### src/bancfg_params.svh
// Constants of the network parameter bank: offsets, fields, resets, limits
// How it works
// - Protocol code 0 disables the network, 1 picks Modbus RTU, 2 BACnet, 3 the third protocol.
// - Any protocol code above 3 disables the network just like code 0.
// - Baud codes 1 to 8 map to 1200, 2400, 4800, 9600, 19200, 38400, 57600 and 76800 bps.
// - Baud code 0 or above 8 gives the protocol default: 19200, 9600 or 5000 bps.
// - Valid node addresses are 1-247 for Modbus RTU, 0-127 for BACnet, 1-255 for the third.
// - A node address outside the selected protocol's range is replaced by that range's maximum.
// - The read-only message counter steps once per valid received message, range 0 to 9999; the code counts only while protocol 1 to 3 is selected.
// - The counter returns to zero on the message after 9999 and at power-up.
// - In BACnet the max master setting, default 127, is the highest polled master address.
// - A max master write above 127 stores and uses 127, so a readback shows 127.
// - Firmware version xx.yy.zz reads as xx.yy (0.00-99.99, as x100) and zz (0-99).
// - A read-only identification field, 0 to 599, returns a fixed interface code.
// - A zero object identifier setting means the node address is used as BACnet object id.
// - An object identifier write below -19 stores 1 instead.
`ifndef BANCFG_PARAMS_SVH
`define BANCFG_PARAMS_SVH
`define BAN_OFS_IDENT 12'h000
`define BAN_OFS_FWMM 12'h004
`define BAN_OFS_FWSUB 12'h008
`define BAN_OFS_NODE 12'h00c
`define BAN_OFS_BAUD 12'h010
`define BAN_OFS_PROTO 12'h014
`define BAN_OFS_MSGCNT 12'h018
`define BAN_OFS_MAXMST 12'h01c
`define BAN_OFS_OBJID 12'h020
`define BAN_OFS_EFFNODE 12'h024
`define BAN_OFS_EFFCFG 12'h028
`define BAN_RST_NODE 16'h0000
`define BAN_RST_BAUD 16'h0000
`define BAN_RST_PROTO 16'h0000
`define BAN_RST_MAXMST 16'h007f
`define BAN_RST_OBJID 16'h0000
`define BAN_MAXMST_LIMIT 16'h007f
`define BAN_OBJID_MIN 16'hffed
`define BAN_OBJID_FORCED 16'h0001
`define BAN_CNT_MAX 16'h270f
`define BAN_MODBUS_MIN 16'h0001
`define BAN_MODBUS_MAX 16'h00f7
`define BAN_BACNET_MIN 16'h0000
`define BAN_BACNET_MAX 16'h007f
`define BAN_THIRD_MIN 16'h0001
`define BAN_THIRD_MAX 16'h00ff
`define BAN_BAUD_CODE_MAX 16'h0008
`define BAN_BAUD_DEF_MODBUS 17'h0_4b00
`define BAN_BAUD_DEF_BACNET 17'h0_2580
`define BAN_BAUD_DEF_THIRD 17'h0_1388
`define BAN_EFFCFG_PROTO_LSB 17
`endif

### src/bancfg_pkg.sv
// Types shared by the network parameter bank
package bancfg_pkg;
  typedef enum logic [1:0] {
    PROTO_OFF,
    PROTO_MODBUS,
    PROTO_BACNET,
    PROTO_THIRD
  } bancfg_proto_type;

  typedef struct packed {
    bancfg_proto_type proto;
    logic [16:0] baud;
    logic [15:0] node;
    logic [15:0] maxMaster;
    logic [15:0] objectId;
  } bancfg_eff_type;
endpackage : bancfg_pkg

### src/bancfg_bank.sv
// APB register bank for the building automation network settings
//
// Implementation choices: register access over APB and the register offsets.
`timescale 1ns/1ps
`default_nettype none
`include "bancfg_params.svh"
module bancfg_bank
  import bancfg_pkg::*;
#(
  parameter logic [15:0] IDENT_CODE = 16'h0123, // Arbitrary value
  parameter logic [15:0] FW_MAJMIN = 16'h0065, // Arbitrary value, xx.yy times 100
  parameter logic [15:0] FW_SUB = 16'h0000 // Arbitrary value
) (
  input wire logic clk,
  input wire logic sys_rst,
  input wire logic psel,
  input wire logic penable,
  input wire logic pwrite,
  input wire logic [11:0] paddr,
  input wire logic [31:0] pwdata,
  output logic [31:0] prdata,
  output logic pready,
  output logic pslverr,
  input wire logic msgValid,
  output bancfg_eff_type effCfg,
  output logic netEnable
);
  logic [15:0] nodeAddr;
  logic [15:0] baudCode;
  logic [15:0] protoCode;
  logic [15:0] msgCount;
  logic [15:0] maxMaster;
  logic [15:0] objectId;
  logic pendSlot;

  wire logic [1:0] protoSel;
  wire logic [16:0] baudRate;
  wire logic [15:0] nodeUsed;
  wire logic setupPhase;
  wire logic accessPhase;
  wire logic wrStrobe;
  wire logic rdStrobe;
  wire logic mapped;
  wire logic [15:0] wrData;
  wire logic [15:0] next_maxMaster;
  wire logic [15:0] next_objectId;
  wire logic [15:0] next_msgCount;
  wire logic [15:0] objectUsed;
  logic [31:0] rdMux;

  bancfg_resolve uResolve (
    .protoCode(protoCode),
    .baudCode(baudCode),
    .nodeAddr(nodeAddr),
    .protoSel(protoSel),
    .baudRate(baudRate),
    .nodeUsed(nodeUsed)
  );

  // Bus decode; one wait state so read data comes from a flop
  assign setupPhase = psel && !penable;
  assign accessPhase = psel && penable;
  assign wrStrobe = accessPhase && pready && pwrite && mapped;
  assign rdStrobe = setupPhase && !pwrite;
  assign wrData = pwdata[15:0];
  assign mapped = (paddr[1:0] == 2'b00) && (paddr <= `BAN_OFS_EFFCFG);

  // Clamped values computed before storage so readback shows them
  assign next_maxMaster = (wrData > `BAN_MAXMST_LIMIT) ? `BAN_MAXMST_LIMIT : wrData;
  // Signed compare: anything below -19 stores 1
  assign next_objectId = ($signed(wrData) < $signed(`BAN_OBJID_MIN)) ?
                         `BAN_OBJID_FORCED : wrData;
  assign objectUsed = (objectId == 16'h0000) ? nodeUsed : objectId;
  // Wrap to zero on the message after 9999
  assign next_msgCount = (msgCount >= `BAN_CNT_MAX) ? 16'h0000 : msgCount + 16'h0001;

  // Read mux
  always_comb begin
    rdMux = 32'h0000_0000;
    case (paddr)
      `BAN_OFS_IDENT: rdMux = {16'h0000, IDENT_CODE};
      `BAN_OFS_FWMM: rdMux = {16'h0000, FW_MAJMIN};
      `BAN_OFS_FWSUB: rdMux = {16'h0000, FW_SUB};
      `BAN_OFS_NODE: rdMux = {16'h0000, nodeAddr};
      `BAN_OFS_BAUD: rdMux = {16'h0000, baudCode};
      `BAN_OFS_PROTO: rdMux = {16'h0000, protoCode};
      `BAN_OFS_MSGCNT: rdMux = {16'h0000, msgCount};
      `BAN_OFS_MAXMST: rdMux = {16'h0000, maxMaster};
      `BAN_OFS_OBJID: rdMux = {16'h0000, objectId};
      `BAN_OFS_EFFNODE: rdMux = {16'h0000, nodeUsed};
      `BAN_OFS_EFFCFG: rdMux = {13'h0000, protoSel, baudRate};
      default: rdMux = 32'h0000_0000;
    endcase
  end

  // Handshake: ready in the second access cycle, error for unmapped
  always_ff @(posedge clk) begin
    if (sys_rst) begin
      pendSlot <= 1'b0;
      pready <= 1'b0;
      pslverr <= 1'b0;
      prdata <= 32'h0000_0000;
    end else begin
      pendSlot <= setupPhase;
      pready <= pendSlot && accessPhase && !pready;
      pslverr <= pendSlot && accessPhase && !pready && !mapped;
      if (rdStrobe) begin
        prdata <= mapped ? rdMux : 32'h0000_0000;
      end
    end
  end

  // Writable settings; read-only offsets ignore writes
  always_ff @(posedge clk) begin
    if (sys_rst) begin
      nodeAddr <= `BAN_RST_NODE;
      baudCode <= `BAN_RST_BAUD;
      protoCode <= `BAN_RST_PROTO;
      maxMaster <= `BAN_RST_MAXMST;
      objectId <= `BAN_RST_OBJID;
    end else if (wrStrobe) begin
      case (paddr)
        `BAN_OFS_NODE: nodeAddr <= wrData;
        `BAN_OFS_BAUD: baudCode <= wrData;
        `BAN_OFS_PROTO: protoCode <= wrData;
        `BAN_OFS_MAXMST: maxMaster <= next_maxMaster;
        `BAN_OFS_OBJID: objectId <= next_objectId;
        default: ;
      endcase
    end
  end

  // Message counter; only counts while a protocol is active
  always_ff @(posedge clk) begin
    if (sys_rst) begin
      msgCount <= 16'h0000;
    end else if (msgValid && protoSel != 2'(PROTO_OFF)) begin
      msgCount <= next_msgCount;
    end
  end

  // Registered effective settings toward the serial engine
  always_ff @(posedge clk) begin
    if (sys_rst) begin
      effCfg <= '0;
      netEnable <= 1'b0;
    end else begin
      effCfg.proto <= bancfg_proto_type'(protoSel);
      effCfg.baud <= baudRate;
      effCfg.node <= nodeUsed;
      effCfg.maxMaster <= maxMaster;
      effCfg.objectId <= objectUsed;
      netEnable <= (protoSel != 2'(PROTO_OFF));
    end
  end
endmodule : bancfg_bank
`default_nettype wire

### src/bancfg_resolve.sv
// Combinational decode of protocol, baud rate and effective node address
`timescale 1ns/1ps
`default_nettype none
`include "bancfg_params.svh"
module bancfg_resolve
  import bancfg_pkg::*;
(
  input wire logic [15:0] protoCode,
  input wire logic [15:0] baudCode,
  input wire logic [15:0] nodeAddr,
  output logic [1:0] protoSel,
  output logic [16:0] baudRate,
  output logic [15:0] nodeUsed
);
  // Rate table, one entry per code
  function automatic logic [16:0] baud_of(input logic [3:0] code);
    case (code)
      4'h1: baud_of = 17'h0_04b0;
      4'h2: baud_of = 17'h0_0960;
      4'h3: baud_of = 17'h0_12c0;
      4'h4: baud_of = 17'h0_2580;
      4'h5: baud_of = 17'h0_4b00;
      4'h6: baud_of = 17'h0_9600;
      4'h7: baud_of = 17'h0_e100;
      4'h8: baud_of = 17'h1_2c00;
      default: baud_of = 17'h0_0000;
    endcase
  endfunction : baud_of

  wire logic codeInRange;
  wire logic [16:0] defRate;
  wire logic [15:0] lo;
  wire logic [15:0] hi;
  wire logic outOfRange;

  // Codes above 3 read as off, like code 0
  assign protoSel = (protoCode > 16'h0003) ? 2'(PROTO_OFF) : protoCode[1:0];
  // Codes 0 and above 8 take the protocol default
  assign codeInRange = (baudCode != 16'h0000) && (baudCode <= `BAN_BAUD_CODE_MAX);
  assign defRate = (protoSel == 2'(PROTO_MODBUS)) ? `BAN_BAUD_DEF_MODBUS :
                   (protoSel == 2'(PROTO_BACNET)) ? `BAN_BAUD_DEF_BACNET :
                   (protoSel == 2'(PROTO_THIRD)) ? `BAN_BAUD_DEF_THIRD : 17'h0_0000;
  assign baudRate = codeInRange ? baud_of(baudCode[3:0]) : defRate;
  // Per-protocol address window; off uses the node value as is
  assign lo = (protoSel == 2'(PROTO_MODBUS)) ? `BAN_MODBUS_MIN :
              (protoSel == 2'(PROTO_BACNET)) ? `BAN_BACNET_MIN : `BAN_THIRD_MIN;
  assign hi = (protoSel == 2'(PROTO_MODBUS)) ? `BAN_MODBUS_MAX :
              (protoSel == 2'(PROTO_BACNET)) ? `BAN_BACNET_MAX : `BAN_THIRD_MAX;
  assign outOfRange = (protoSel != 2'(PROTO_OFF)) && ((nodeAddr < lo) || (nodeAddr > hi));
  assign nodeUsed = outOfRange ? hi : nodeAddr;
endmodule : bancfg_resolve
`default_nettype wire

### config.mk
export PLATFORM = sky130hd
export DESIGN_NAME = bancfg_bank
export DESIGN_NICKNAME = d
export VERILOG_FILES = /design/src/bancfg_pkg.sv /design/src/bancfg_bank.sv /design/src/bancfg_resolve.sv
export VERILOG_INCLUDE_DIRS = /design/src
export SDC_FILE = /design/constraint.sdc
export NUM_CORES = 1
export LEC_CHECK = 0
export ABC_CLOCK_PERIOD_IN_PS = 4700
export BUFFER_PORTS_ARGS = -buffer_cell sky130_fd_sc_hd__buf_4
export CORE_MARGIN = 1
export CORE_UTILIZATION = 50
export DETAILED_ROUTE_END_ITERATION = 10
export PLACE_DENSITY = 0.7
export SLEW_MARGIN = 40
export SYNTH_ARGS = -nofsm -noshare
export SYNTH_HDL_FRONTEND = slang
export SYNTH_SLANG_ARGS = --single-unit
### constraint.sdc
create_clock -name clk -period 4.7 [get_ports clk]
set_input_delay 0.705 -clock clk [delete_from_list [all_inputs] [get_ports clk]]
set_output_delay 0.705 -clock clk [all_outputs]
set_load 0.01 [all_outputs]
# Word level (Yosys, flattened, before mapping)
# Memories as Yosys holds them, arrays and structs flattened. A register that Yosys moved wholly into a read port is not among the register bits.
# Index checks and enable logic that the tools add are counted.
[op_classes]
n_addsub = 1
mul = 0
div = 0
order_cmp = 8
eq_ne = 12
n_shift = 0
n_mux = 18
bitwise_logic = 0
reduce_logical = 28
[ops]
columns = ["op", "n"]
rows = [
  ["$pmux W19 S10", 1],
  ["$mux W16", 7],
  ["$mux W17", 3],
  ["$eq A12 B5 Y1 const B", 4],
  ["$eq A12 B6 Y1 const B", 3],
  ["$mux W32", 1],
  ["$add A16 B1 Y16 const B", 1],
  ["$ge A16 B14 Y1 const B", 1],
  ["$gt A16 B16 Y1", 1],
  ["$gt A16 B2 Y1 const B", 1],
  ["$gt A16 B7 Y1 const B", 1],
  ["$le A16 B4 Y1 const B", 1],
  ["$logic_not A16 Y1", 1],
  ["$lt A16 B16 Y1", 1],
  ["$lt A16 B6 Y1 const B", 1],
  ["$reduce_bool A16 Y1", 1],
  ["$logic_and A1 B1 Y1", 13],
  ["$mux W13", 1],
  ["$eq A12 B3 Y1 const B", 1],
  ["$eq A12 B4 Y1 const B", 1],
  ["$le A12 B6 Y1 const B", 1],
  ["$logic_not A12 Y1", 1],
  ["$reduce_and A2 Y1", 5],
  ["$mux W4", 2],
  ["other kinds (9)", 13],
]
[word_totals]
regBits = 199
latchBits = 0
mem_bits_rw = 0
rom_bits = 208
input_bits = 50
out_inout_bits = 102
elab_cells = 84
memories = 1
[mem_list]
columns = ["name", "words", "width", "read_ports", "rd_ports_with_merged_regs", "write_ports", "line", "source"]
rows = [
  ["(no name shown)", 16, 13, 1, 1, 0, "bancfg_resolve.sv:17", "case (code)"],
]

# Depth between registers and ports, before layout
[depth]
depth_word = 11
ltp_mapped = 13
depth_no_buf = 10

# By module
# A second synthesis with hierarchy kept.
[unflattened]
cells_unflattened = 985
area_unflattened_um2 = 8456.9
[modules_own_cells]
columns = ["mod", "instances", "cells_each", "area_each_um2"]
rows = [
  ["bancfg_bank", 1, 862, 7634.8],
  ["bancfg_resolve", 1, 123, 822.0],
]

# Least setup slack after synthesis
# Ideal clock, no wire load.
[synth_timing]
path_type = "flip-flop to flip-flop"
from = "reg protoCode[15]"
to = "reg prdata[9]"
arrival_time_ns = 3.183
slack_ns = 1.395
path_stages_with_launch = 12
n_path_buf = 1
path_cell_list = "dfxtp_1 > or4_4 > or4_4 > nor3_4 > ha_1 > and4_1 > and2_2 > o221ai_2 > and2_4 > buf_8 > nor2_2 > a221o_1"
[synth_via]
elab_chain_len = 11
word_cells_on_any_way = 21
cone_classes = "order compare: 3; eq/ne: 3; mux: 12; reduce/logical: 3"
[synth_rtl]
columns = ["element", "line", "source"]
rows = [
  ["from (decl)", "bancfg_bank.sv:30", "logic [15:0] protoCode;"],
  ["from (signal assigned)", "bancfg_bank.sv:118", "protoCode <= `BAN_RST_PROTO;"],
  ["from (signal assigned)", "bancfg_bank.sv:125", "`BAN_OFS_PROTO: protoCode <= wrData;"],
  ["$gt A16 B2 Y1 *", "bancfg_resolve.sv:37", "assign protoSel = (protoCode > 16'h0003) ? 2'(PROTO_OFF) : protoCode[1:0];"],
  ["$mux W2 *", "bancfg_resolve.sv:37", ""],
  ["$eq A2 B2 Y1", "bancfg_resolve.sv:41, bancfg_resolve.sv:46, bancfg_resolve.sv:48", ""],
  ["$mux W1 (no source line) / $mux W8 (equally long branches)", "--", ""],
  ["$mux W16 (no source line)", "--", ""],
  ["$lt A16 B16 Y1 / $gt A16 B16 Y1 (equally long branches)", "bancfg_resolve.sv:49", "assign outOfRange = (protoSel != 2'(PROTO_OFF)) && ((nodeAddr < lo) || (nodeAddr > hi));"],
  ["$logic_or A1 B1 Y1", "bancfg_resolve.sv:49", ""],
  ["$logic_and A1 B1 Y1", "bancfg_resolve.sv:49", ""],
  ["$mux W16", "bancfg_resolve.sv:50", "assign nodeUsed = outOfRange ? hi : nodeAddr;"],
  ["$pmux W19 S10 *", "bancfg_bank.sv:80", "case (paddr)"],
  ["$mux W32 *", "bancfg_bank.sv:108", "prdata <= mapped ? rdMux : 32'h0000_0000;"],
  ["to (signal assigned)", "bancfg_bank.sv:108", ""],
  ["to (decl)", "bancfg_bank.sv:21", "output logic [31:0] prdata,"],
]
# Every way passes the cells marked *; elsewhere a longest branch is shown, timed or not.
# A chain may end at the register's enable or synchronous reset.

# Worst setup path in the final report
[layout_timing]
from = "reg protoCode[15]"
to = "reg effCfg[47] in the netlist's numbering"
[layout_via]
elab_chain_len = 9
word_cells_on_any_way = 14
cone_classes = "order compare: 3; eq/ne: 2; mux: 6; reduce/logical: 3"
[layout_rtl]
columns = ["element", "line", "source"]
rows = [
  ["$gt A16 B2 Y1 *", "bancfg_resolve.sv:37", ""],
  ["$mux W2 *", "bancfg_resolve.sv:37", ""],
  ["$eq A2 B2 Y1", "bancfg_resolve.sv:46, bancfg_resolve.sv:48", ""],
  ["$mux W1 (no source line) / $mux W8 (equally long branches)", "--", ""],
  ["$mux W16 (no source line)", "--", ""],
  ["$lt A16 B16 Y1 / $gt A16 B16 Y1 (equally long branches)", "bancfg_resolve.sv:49", ""],
  ["$logic_or A1 B1 Y1", "bancfg_resolve.sv:49", ""],
  ["$logic_and A1 B1 Y1 *", "bancfg_resolve.sv:49", ""],
  ["$mux W16 *", "bancfg_resolve.sv:50", ""],
  ["to (decl)", "bancfg_bank.sv:25", "output bancfg_eff_type effCfg,"],
]
# Marked as above.

==> flow_summary.json <==
{
  "synth_compound_gate_area_share": 0.178,
  "clockPowerShare": 0.454,
  "max_slew_margin": 0.413,
  "synth_top_family_by_area": "simple AND/OR/NAND/NOR gates",
  "place.gp.congestion": 0.972,
  "cts_root_buffer": "clkbuf_16",
  "cts.clk_slew.worst_paths_ns": 0.07,
  "vias": 8065,
  "drive_gt1_frac": 0.173,
  "cts.sinks": 196,
  "endpoint_kind": "flip-flop",
  "grt_use_total": 0.326,
  "ys_ff_latch": 196,
  "p_int_w": 0.00251,
  "clock_path_buffers": 2,
  "layout.cells.non_filler": 1327,
  "fmax_mhz": 262,
  "tns_ns": 0,
  "cts_setup_buffers": 0,
  "outcome": "finished clean",
  "cts_tree": "done",
  "syn_inst": 999,
  "drt-pass1-iter-count": 6,
  "fp.dieH_um": 133,
  "grt_pass1_vias": 7166,
  "slew_viol_final": 0,
  "grt_pass1_wl_um": 43100,
  "cts_buffers": 17,
  "yosysWarnings": 0,
  "worstPathMaxFanout": 8,
  "synth_area_per_cell_um2": 8.55,
  "final_hold_viol_count": 0,
  "initial_core_util": 0.513,
  "synth_top_area_share": 0.459,
  "drv_cap": 0,
  "cts_resized": 0,
  "core_um2": 16600,
  "rsz0062_at_grt": "false",
  "ys_seq_area_frac": 0.459,
  "syn_area_um2": 8540,
  "final_common_cell": "dfxtp_1",
  "hold_slack_ns": 0.460,
  "synth-main-ff-cell": "dfxtp_1",
  "clk_latency_ns": 0.43,
  "startpoint_type": "flip-flop",
  "n_fill_cell": 1495,
  "synth_top_cell_by_area": "dfxtp_1",
  "synth_fa_ha_area_frac": 0.0132,
  "rows": 47,
  "finalCritPeriodShare": 0.813,
  "p_per_area_nw_per_um2": 326,
  "grt_overflow": 0,
  "synth.area.mux_share": 0.0142,
  "min_path_type": "reg -> reg",
  "worstMarginPinSlew_ns": 0.875,
  "irDropWorstVdd_uv": 246,
  "synth-xor-area-share": 0.0144,
  "post_drt_wl_per_cell_um": 21.6,
  "seqPwrFrac": 0.503,
  "htree_levels": 4,
  "pwr-share-comb": 0.043,
  "port_buffers": 119,
  "p_switching_w": 0.000792,
  "via_per_inst": 6.08,
  "wirelength_um": 28600,
  "final_nets": 1153,
  "diodes": 0,
  "area_growth_pct": 18.6,
  "post-route-min-period_ns": 3.82,
  "final_cell_mix": "196 x dfxtp_1, 144 x nand2_1, 132 x buf_4",
  "post-route-drc-count": 0,
  "synth_edf_count": 0,
  "finalSetupViolCount": 0,
  "regArea_um2": 3920,
  "p_sw_frac": 0.240,
  "worstSetupPathType": "reg -> reg",
  "ctsHoldBuffers": 0,
  "yosys.area_share.simple": 0.268,
  "cp.arrival_ns": 4.20,
  "fin_util": 0.609,
  "dp_hpwl_um": 20900,
  "place_inst": 1295,
  "io_pins": 152,
  "p_total_w": 0.00331,
  "ys_types": 80,
  "fin_skew_ns": 0.00607,
  "async_flop_share": 0,
  "antenna_left": 0,
  "drtIter0Drc": 1051,
  "multi_input_area_um2": 4250,
  "grt_max_degree": 77,
  "p_leak_nw": 3.84,
  "ys_top_cells_by_area": "dfxtp_1 46%, nand2_1 6.3%, a21oi_1 5.7%, nor2_1 3.7%, and2_1 2.2%",
  "die_x_um": 133,
  "antenna_found_initial": 0,
  "crit_required_ns": 5.08,
  "die_area_um2": 17600
}
## worst max-delay path, cell delays in order (launching register included)
cell      delay [ns]
dfxtp_1         0.33
or4_4           0.58
or4_4           0.61
nor3_4          0.26
ha_1            0.29
and4_1          0.20
a21oi_1         0.27
o21a_1          0.21
nor2_1          0.06
a211oi_1        0.73
and2_1          0.22
## cells in the mapped netlist (4+ instances only)
cell	number
nor2_1	84
ha_1	9
or4_1	4
buf_2	10
nand2_1	144
a22o_1	17
mux2i_1	11
nor3_1	23
nand4_1	8
nand2b_1	13
dfxtp_1	196
buf_4	16
nand3_1	23
and2_1	30
o22ai_1	6
nand3b_1	16
nor2b_1	28
or4_4	4
and3_1	8
a21oi_1	98
clkbuf_1	39
a221oi_1	6
xnor2_1	11
a221o_1	5
a31oi_1	8
nor3b_1	6
a211oi_1	6
o21bai_1	7
inv_1	21
nor4_1	20
and4_1	5
o21ai_0	23
a22oi_1	24
## routing by layer
metal	track usage	vias to the layer above	wire length (um)
li1	-	3683	-
met1	0.468	3783	11900
met2	0.479	513	12300
met3	0.0521	86	3220
met4	0.148	0	1140
met5	0	-	0
## layout make-up
cell class	instances	share of cell area
Tap cell	220	0.0272
Clock inverter	15	0.0190
Sequential cell	196	0.387
Timing Repair Buffer	132	0.0978
Inverter	21	0.00778
Multi-Input combinational cell	726	0.419
Clock buffer	17	0.0420
## state kept, by name, indices dropped and copies added (netlist names), named ones only
| name | flops |
|---|---|
| prdata | 19 |
| protoCode | 16 |
| objectId | 16 |
| pready | 1 |
| pslverr | 1 |
| nodeAddr | 16 |
| effCfg | 64 |
| baudCode | 16 |
| pendSlot | 1 |
| msgCount | 16 |
| netEnable | 1 |
| maxMaster | 16 |
## power groups by stage
stage	Sequential (W)	Clock [W]	Combinational (W)
floorplan	0.00170	0	0.0000787
global placement	0.00170	0	0.000137
detailed placement	0.00170	0	0.000137
CTS	0.00166	0.00152	0.000137
global route	0.00166	0.00159	0.000149
finish	0.00166	0.00150	0.000142
## path summary, 6_finish.rpt
path                 start          to  slack [ns]  cells past startpoint
max          protoCode[15]  effCfg[47]        0.88                     10
min                 pready      pready        0.46                      1
min reg2reg         pready      pready        0.46                      1
max reg2reg  protoCode[15]  effCfg[47]        0.88                     10
## kinds of logic after synthesis
| logic type | count (synthesis) |
|---|---|
| and+or+nand+nor | 443 |
| buffers and inverters | 92 |
| AOI/OAI and AO/OA | 232 |
| muxes | 12 |
| xor gates and xnor gates | 14 |
| DFF | 196 |
| adders and majority gates | 9 |
| other | 1 |
## metrics by stage
| stage | worst slack, ns | area [um2] |
|---|---|---|
| after floorplan | 1.39 | 8600 |
| after global placement | 0.923 | 9510 |
| after detailed placement | 0.947 | 9510 |
| after CTS | 0.910 | 10100 |
| after global routing | 0.737 | 10100 |
| final | 0.878 | 10100 |
Note: power is estimated with default switching activity, not from simulation.
